--- config.mk ---
export PLATFORM = sky130hd
export DESIGN_NAME = qcc_counter
export DESIGN_NICKNAME = d
export VERILOG_FILES = /design/src/logic/qcc_pkg.sv /design/src/logic/qcc_counter.sv
export VERILOG_INCLUDE_DIRS = /design/src /design/src/logic
export SDC_FILE = /design/constraint.sdc
export NUM_CORES = 1
export LEC_CHECK = 0
export BUFFER_PORTS_ARGS = -buffer_cell sky130_fd_sc_hd__buf_4
export CAP_MARGIN = 20
export CORE_MARGIN = 2
export CORE_UTILIZATION = 30
export DETAILED_ROUTE_END_ITERATION = 16
export GPL_ROUTABILITY_DRIVEN = 0
export PLACE_DENSITY = 0.44
export SYNTH_ARGS = -nofsm -noshare
export SYNTH_HDL_FRONTEND = slang
export SYNTH_SLANG_ARGS = --single-unit
--- constraint.sdc ---
create_clock -name CLK_SYS_IN -period 6.5 [get_ports CLK_SYS_IN]
set_input_delay 0.65 -clock CLK_SYS_IN [delete_from_list [all_inputs] [get_ports CLK_SYS_IN]]
set_output_delay 0.65 -clock CLK_SYS_IN [all_outputs]
set_load 0.05 [all_outputs]
--- src/logic/qcc_cfg.svh ---
/*
 * Offsets, field positions, write mask and reset values of the quadrature
 * counter control block. Assumes inclusion by bare name from logic/.
 */
`ifndef QCC_CFG_SVH
`define QCC_CFG_SVH

// ==========================================================================
// register offsets
// ==========================================================================
`define QCC_ADDR_CONTROL 4'h0
`define QCC_ADDR_GEC 4'h1
`define QCC_ADDR_INIT 4'h2
`define QCC_ADDR_POSITION 4'h3
`define QCC_ADDR_MISC 4'h4

// ==========================================================================
// control field positions
// ==========================================================================
`define QCC_BIT_ENABLE 15
`define QCC_BIT_IDLE_STOP 13
`define QCC_MODE_HI 12
`define QCC_MODE_LO 10
`define QCC_BIT_MATCH_B 9
`define QCC_BIT_MATCH_A 8
`define QCC_CTRL_WMASK 16'hBF7F

// ==========================================================================
// reset values
// ==========================================================================
`define QCC_CTRL_RESET 16'h0000
`define QCC_POS_RESET 32'h0000_0000

`endif

--- src/logic/qcc_pkg.sv ---
/*
 * Types of the quadrature counter control block.
 * Assumes qcc_cfg.svh supplies the numbers.
 */
package qcc_pkg;

	typedef enum logic [2:0] {
		QCC_MODE_NONE = 3'h0,
		QCC_MODE_IDX_RESET = 3'h1,
		QCC_MODE_IDX_LOAD = 3'h2,
		QCC_MODE_HOME_IDX1 = 3'h3,
		QCC_MODE_HOME_IDX2 = 3'h4,
		QCC_MODE_GEC_RESET = 3'h5,
		QCC_MODE_MODULO = 3'h6,
		QCC_MODE_RESERVED = 3'h7
	} qcc_mode_t;

	typedef struct packed {
		logic enable;
		logic idle_stop;
		qcc_mode_t mode;
		logic match_b;
		logic match_a;
	} qcc_ctrl_t;

	typedef struct packed {
		logic phase_a;
		logic phase_b;
		logic index;
		logic home;
	} qcc_pins_t;

endpackage

--- src/logic/qcc_counter.sv ---
/*
 * Quadrature counter control: control register, position counter and
 * index/home driven initialization.
 * Assumes encoder inputs are synchronous to CLK_SYS_IN and a plain
 * register port with read data one cycle after the read strobe.
 */
// The strobed register port and the register offsets were chosen for this implementation.
`timescale 1ns/10ps
`default_nettype none
`include "qcc_cfg.svh"

module qcc_counter #(
	parameter int POS_WIDTH = 32
) (
	input wire logic CLK_SYS_IN,
	input wire logic RST_IN,
	input wire logic [3:0] ADDR_IN,
	input wire logic [31:0] WDATA_IN,
	input wire logic WR_IN,
	input wire logic RD_IN,
	input wire logic IDLE_IN,
	input wire logic PHASE_A_IN,
	input wire logic PHASE_B_IN,
	input wire logic INDEX_IN,
	input wire logic HOME_IN,
	output logic [31:0] RDATA_OUT,
	output logic RUNNING_OUT,
	output logic INDEX_EVENT_OUT
);

	// refused at elaboration: the read mux and the cast to 32 bits need 2..32
	generate
		if (POS_WIDTH < 2 || POS_WIDTH > 32)
		begin
			$error("POS_WIDTH must be 2..32");
		end
	endgenerate

	// ======================================================================
	// register file
	// ======================================================================
	logic [15:0] ctrl_reg;
	logic [7:0] misc_reg;
	logic [POS_WIDTH-1:0] gec_reg;
	logic [POS_WIDTH-1:0] init_reg;
	logic [POS_WIDTH-1:0] pos_reg;
	logic [POS_WIDTH-1:0] pos_next;
	qcc_pkg::qcc_ctrl_t ctrl;
	logic pos_wr;

	assign ctrl.enable = ctrl_reg[`QCC_BIT_ENABLE];
	assign ctrl.idle_stop = ctrl_reg[`QCC_BIT_IDLE_STOP];
	assign ctrl.mode = qcc_pkg::qcc_mode_t'(ctrl_reg[`QCC_MODE_HI:`QCC_MODE_LO]);
	assign ctrl.match_b = ctrl_reg[`QCC_BIT_MATCH_B];
	assign ctrl.match_a = ctrl_reg[`QCC_BIT_MATCH_A];
	assign pos_wr = WR_IN && (ADDR_IN == `QCC_ADDR_POSITION);

	always_ff @(posedge CLK_SYS_IN or posedge RST_IN)
	begin
		if (RST_IN)
		begin
			ctrl_reg <= `QCC_CTRL_RESET;
			misc_reg <= 8'h00;
			gec_reg <= '0;
			init_reg <= '0;
		end
		else if (WR_IN)
		begin
			unique case (ADDR_IN)
				// unimplemented bits never store
				`QCC_ADDR_CONTROL: ctrl_reg <= WDATA_IN[15:0] & `QCC_CTRL_WMASK;
				`QCC_ADDR_GEC: gec_reg <= WDATA_IN[POS_WIDTH-1:0];
				`QCC_ADDR_INIT: init_reg <= WDATA_IN[POS_WIDTH-1:0];
				// low byte bits 6:0 kept as plain storage, bit 7 absent
				`QCC_ADDR_MISC: misc_reg <= {1'b0, WDATA_IN[6:0]};
				default: ;
			endcase
		end
	end

	// readable whether or not the counter runs
	always_ff @(posedge CLK_SYS_IN or posedge RST_IN)
	begin
		if (RST_IN)
			RDATA_OUT <= 32'h0000_0000;
		else if (RD_IN)
		begin
			unique case (ADDR_IN)
				`QCC_ADDR_CONTROL: RDATA_OUT <= {16'h0000, ctrl_reg[15:8], misc_reg};
				`QCC_ADDR_GEC: RDATA_OUT <= 32'(gec_reg);
				`QCC_ADDR_INIT: RDATA_OUT <= 32'(init_reg);
				`QCC_ADDR_POSITION: RDATA_OUT <= 32'(pos_reg);
				default: RDATA_OUT <= 32'h0000_0000;
			endcase
		end
		else
			RDATA_OUT <= 32'h0000_0000;
	end

	// ======================================================================
	// run gating
	// ======================================================================
	logic run;

	// idle stop only matters while the device is idle
	assign run = ctrl.enable && !(ctrl.idle_stop && IDLE_IN);

	// ======================================================================
	// event capture: one registered stage gives single-cycle pulses
	// ======================================================================
	qcc_pkg::qcc_pins_t pins_reg;
	logic index_match;
	logic index_evt;
	logic home_evt;

	always_ff @(posedge CLK_SYS_IN or posedge RST_IN)
	begin
		if (RST_IN)
			pins_reg <= '0;
		else
			pins_reg <= '{PHASE_A_IN, PHASE_B_IN, INDEX_IN, HOME_IN};
	end

	// match needs both phase levels as programmed
	assign index_match = (PHASE_B_IN == ctrl.match_b) && (PHASE_A_IN == ctrl.match_a);
	// rising edges, each lasting exactly one cycle
	assign index_evt = INDEX_IN && !pins_reg.index && index_match;
	assign home_evt = HOME_IN && !pins_reg.home;

	// ======================================================================
	// home arming for modes 011 and 100
	// ======================================================================
	logic armed_reg;
	logic seen_reg;

	always_ff @(posedge CLK_SYS_IN or posedge RST_IN)
	begin
		if (RST_IN)
		begin
			armed_reg <= 1'b0;
			seen_reg <= 1'b0;
		end
		else if (run)
		begin
			if (home_evt)
			begin
				armed_reg <= 1'b1;
				seen_reg <= 1'b0;
			end
			else if (armed_reg && index_evt)
			begin
				// second index disarms in mode 100 first in 011
				if (ctrl.mode == qcc_pkg::QCC_MODE_HOME_IDX2 && !seen_reg)
					seen_reg <= 1'b1;
				else
					armed_reg <= 1'b0;
			end
		end
	end

	// ======================================================================
	// position counter
	// ======================================================================
	logic dir_up;
	logic step;
	logic [POS_WIDTH-1:0] counted;

	// x2 decode on both phase A edges, direction from phase A xor phase B
	assign step = PHASE_A_IN != pins_reg.phase_a;
	assign dir_up = PHASE_A_IN ^ PHASE_B_IN;

	always_comb
	begin
		counted = pos_reg;
		if (step)
		begin
			if (dir_up)
			begin
				// wraps at the compare value in modulo mode
				if (ctrl.mode == qcc_pkg::QCC_MODE_MODULO && pos_reg == gec_reg)
					counted = '0;
				else
					counted = pos_reg + 1'b1;
			end
			else
			begin
				if (ctrl.mode == qcc_pkg::QCC_MODE_MODULO && pos_reg == '0)
					counted = gec_reg;
				else
					counted = pos_reg - 1'b1;
			end
		end
		pos_next = counted;
		unique case (ctrl.mode)
			qcc_pkg::QCC_MODE_NONE: ; // index leaves counter alone
			qcc_pkg::QCC_MODE_IDX_RESET:
				if (index_evt)
					pos_next = '0;
			qcc_pkg::QCC_MODE_IDX_LOAD:
				if (index_evt)
					pos_next = init_reg;
			qcc_pkg::QCC_MODE_HOME_IDX1:
				if (index_evt && armed_reg)
					pos_next = init_reg;
			qcc_pkg::QCC_MODE_HOME_IDX2:
				if (index_evt && armed_reg && seen_reg)
					pos_next = init_reg;
			qcc_pkg::QCC_MODE_GEC_RESET:
				if (pos_reg == gec_reg)
					pos_next = '0;
			qcc_pkg::QCC_MODE_MODULO: ;
			// software must not use 111; treated as no index action
			qcc_pkg::QCC_MODE_RESERVED: ;
		endcase
	end

	always_ff @(posedge CLK_SYS_IN or posedge RST_IN)
	begin
		if (RST_IN)
			pos_reg <= `QCC_POS_RESET;
		else if (pos_wr)
			pos_reg <= WDATA_IN[POS_WIDTH-1:0];
		else if (run)
			pos_reg <= pos_next;
	end

	always_ff @(posedge CLK_SYS_IN or posedge RST_IN)
	begin
		if (RST_IN)
		begin
			RUNNING_OUT <= 1'b0;
			INDEX_EVENT_OUT <= 1'b0;
		end
		else
		begin
			RUNNING_OUT <= run;
			INDEX_EVENT_OUT <= run && index_evt;
		end
	end
endmodule
`default_nettype wire

==> results.json <==
{
  "pwr-share-comb_pct": 32.9,
  "swShare_pct": 39.8,
  "core_um2": 30700,
  "die_height_um": 181,
  "fillCellCount": 3145,
  "min_period_over_period_pct": 58.0,
  "antenna_found_initial": 0,
  "slew_headroom_pct": 29.3,
  "clkPwrFrac_pct": 27.2,
  "setup_viol": 0,
  "clk_pin_slew_ns": 0.07,
  "cts_sinks": 149,
  "synth_common_cells": "149 x dfrtp_1, 96 x mux2_2, 75 x nor2_1",
  "cts_hold_buf": 0,
  "synth_top_cell_area_share_pct": 39.8,
  "clk_latency_ns": 0.45,
  "hold_path_end": "pins_reg[1]$_DFF_PP0_",
  "maxSlewViolCount": 0,
  "diodes": 0,
  "syn_to_final_growth_pct": 16.0,
  "max_freq_ghz": 0.265,
  "switching_power_mw": 1.61,
  "die_area_um2": 32700,
  "async_reset_ff_share_pct": 100,
  "p_seq_share_pct": 39.9,
  "yosys_most_used_dff": "dfrtp_1",
  "ys_seq_elements": 149,
  "drive_above_1_share_pct": 24.8,
  "grt_pass1_vias": 8013,
  "hold_class": "in -> reg",
  "cpPeakStageDelay_ns": 0.71,
  "cts_tree": "built",
  "startpoint_type": "flop",
  "grt_max_degree": 87,
  "cts_root_buf": "clkbuf_16",
  "p_per_area_nw_per_um2": 372,
  "drt_wl_total_um": 32000,
  "cts_buffers": 17,
  "cp.buffers_inverters": 0,
  "post_cts_buffers": 0,
  "initial_core_util_pct": 30.6,
  "hold_viol_final": 0,
  "endpoint_kind": "flop",
  "startpoint": "pos_reg[23]$_DFFE_PP0P_",
  "yosysSeqAreaShare_pct": 39.8,
  "crit_chain": "xor2_1 -> nor4_1 -> nand4_1 -> or2_1 -> a31oi_1 -> nand2b_1 -> nand3_1 -> o221ai_1",
  "ir_worst_vdd_v": 0.000175,
  "crit_arrival_ns": 4.05,
  "synthCells": 972,
  "netlist_area_um2": 9380,
  "p_leak_nw": 4.54,
  "r2r_setup_slack_ns": 2.73,
  "rows": 64,
  "final_nets": 1041,
  "viasPerCell": 5.67,
  "synth_largest_area_cell": "dfrtp_1",
  "ys_warn_count": 0,
  "critPathSlowestCell": "dfrtp_1",
  "grt_use_total_pct": 19.9,
  "cp_max_fo": 12,
  "maxCapViolations": 0,
  "dr.pass1.iters": 5,
  "clock_path_buffers": 2,
  "synth_edf_count": 0,
  "hpwl_um": 22000,
  "ctsResizeCount": 0,
  "ff2ff_path_depth": 8,
  "drc": 0,
  "htreeDepth": 4,
  "drt_iter0_drc": 692,
  "setup_tns_ns": 0,
  "avgSynthCellArea_um2": 9.65,
  "worst_pin_slew_ns": 1.05,
  "final_antenna_net_count": 0,
  "min_from": "INDEX_IN",
  "fin_util_pct": 35.5,
  "critPathTopFamily": "simple AND/OR/NAND/NOR gates",
  "min_period_ns": 3.77,
  "wl_per_cell_um": 22.8,
  "numPortBuffers": 78,
  "intPower_mw": 2.44,
  "skew_ns": 0.0186,
  "timing.rr.start": "pos_reg[23]$_DFFE_PP0P_",
  "rsz0062_at_grt": "false",
  "grt_first_pass_wirelength_um": 50300,
  "rr_endpoint": "pos_reg[13]$_DFFE_PP0P_",
  "vias": 7944,
  "status": "finished, final reports clean",
  "ys_top_cells_by_area": "dfrtp_1 40%, mux2_2 12%, xor2_1 4.1%",
  "min_path_cells": 1,
  "io_pins": 79,
  "syn_nets": 1020,
  "ys_types": 69,
  "crit_required_ns": 6.78,
  "overflow": 0,
  "yosysMostFrequentCell": "dfrtp_1",
  "fp.dieW_um": 181,
  "worstSetupPathType": "reg -> reg"
}
==> worst register-to-register path: stages, from the launching register on <==
cell and delay, ns:
dfrtp_1 0.71, xor2_1 0.16, nor4_1 0.31, nand4_1 0.23
or2_1 0.37, a31oi_1 0.50, nand2b_1 0.51, nand3_1 0.63
o221ai_1 0.19
==> worst max-delay path by stage <==
stage / end / slack (ns) / cells past startpoint
after floorplan: INDEX_EVENT_OUT$_DFF_PP0_ / 1.84 / 1
after global placement: pos_reg[23]$_DFFE_PP0P_ / 2.84 / 9
after detailed placement: pos_reg[15]$_DFFE_PP0P_ / 2.75 / 8
after CTS: pos_reg[13]$_DFFE_PP0P_ / 2.77 / 8
after global routing: pos_reg[10]$_DFFE_PP0P_ / 2.39 / 8
final: pos_reg[13]$_DFFE_PP0P_ / 2.73 / 8
==> placed cells by master, fill, tap and decap left out, types with 14 or more instances in the layout <==
cell type	instances
buf_4	92
nor2_1	74
nand3_1	30
nand2_1	65
and3_1	33
a21oi_1	50
mux4_2	14
xnor2_1	28
o21ai_0	47
xor2_1	44
a22oi_1	20
clkbuf_16	17
nand4_1	16
mux2_2	96
nor3_1	15
dfrtp_1	149
nor4_1	26
==> stage by stage <==
step | setup slack [ns] | instance area (µm²) | hold slack (ns) | instances | total power [mW]
floorplan | 1.84 | 9380 | 0.475 | 972 | 2.53
global placement | 2.84 | 10200 | 0.489 | 1369 | 2.94
detailed placement | 2.75 | 10200 | 0.488 | 1369 | 2.95
CTS | 2.77 | 10900 | 0.303 | 1400 | 4.07
global route | 2.39 | 10900 | 0.305 | 1401 | 4.31
finish | 2.73 | 10900 | 0.322 | 1401 | 4.05
==> power by group through the flow <==
| stage | clock network (mW) | registers, mW | logic, mW |
|---|---|---|---|
| after CTS | 1.13 | 1.61 | 1.34 |
| after detailed placement | 0 | 1.62 | 1.33 |
| after global routing | 1.17 | 1.66 | 1.48 |
| after floorplan | 0 | 1.33 | 1.19 |
| final | 1.10 | 1.62 | 1.33 |
| after global placement | 0 | 1.62 | 1.32 |
==> area by class of cell <==
cell class	instances	area, µm²	share of cell area, %
Tap cell	396	495	4.55
Multi-Input combinational cell	721	5260	48.3
Sequential cell	149	3730	34.3
Clock inverter	13	208	1.91
Timing Repair Buffer	93	718	6.60
Inverter	11	46.3	0.425
Clock buffer	18	429	3.94
==> layer usage <==
metal,vias to the layer above,wire length (µm),GRT usage (%)
met3,30,1310,3.14
li1,3644,-,-
met2,215,14600,30.7
met5,-,0,0
met1,4055,15600,28.8
met4,0,439,5.32
==> cell families after synthesis <==
family	synth area share, %
mux	15.3
flops	39.8
simple gates	17.1
buf+inv	4.54
xor+xnor	6.82
fa+ha+maj	0.400
compound gates	16.0
Power figures use the tool's default switching activity.
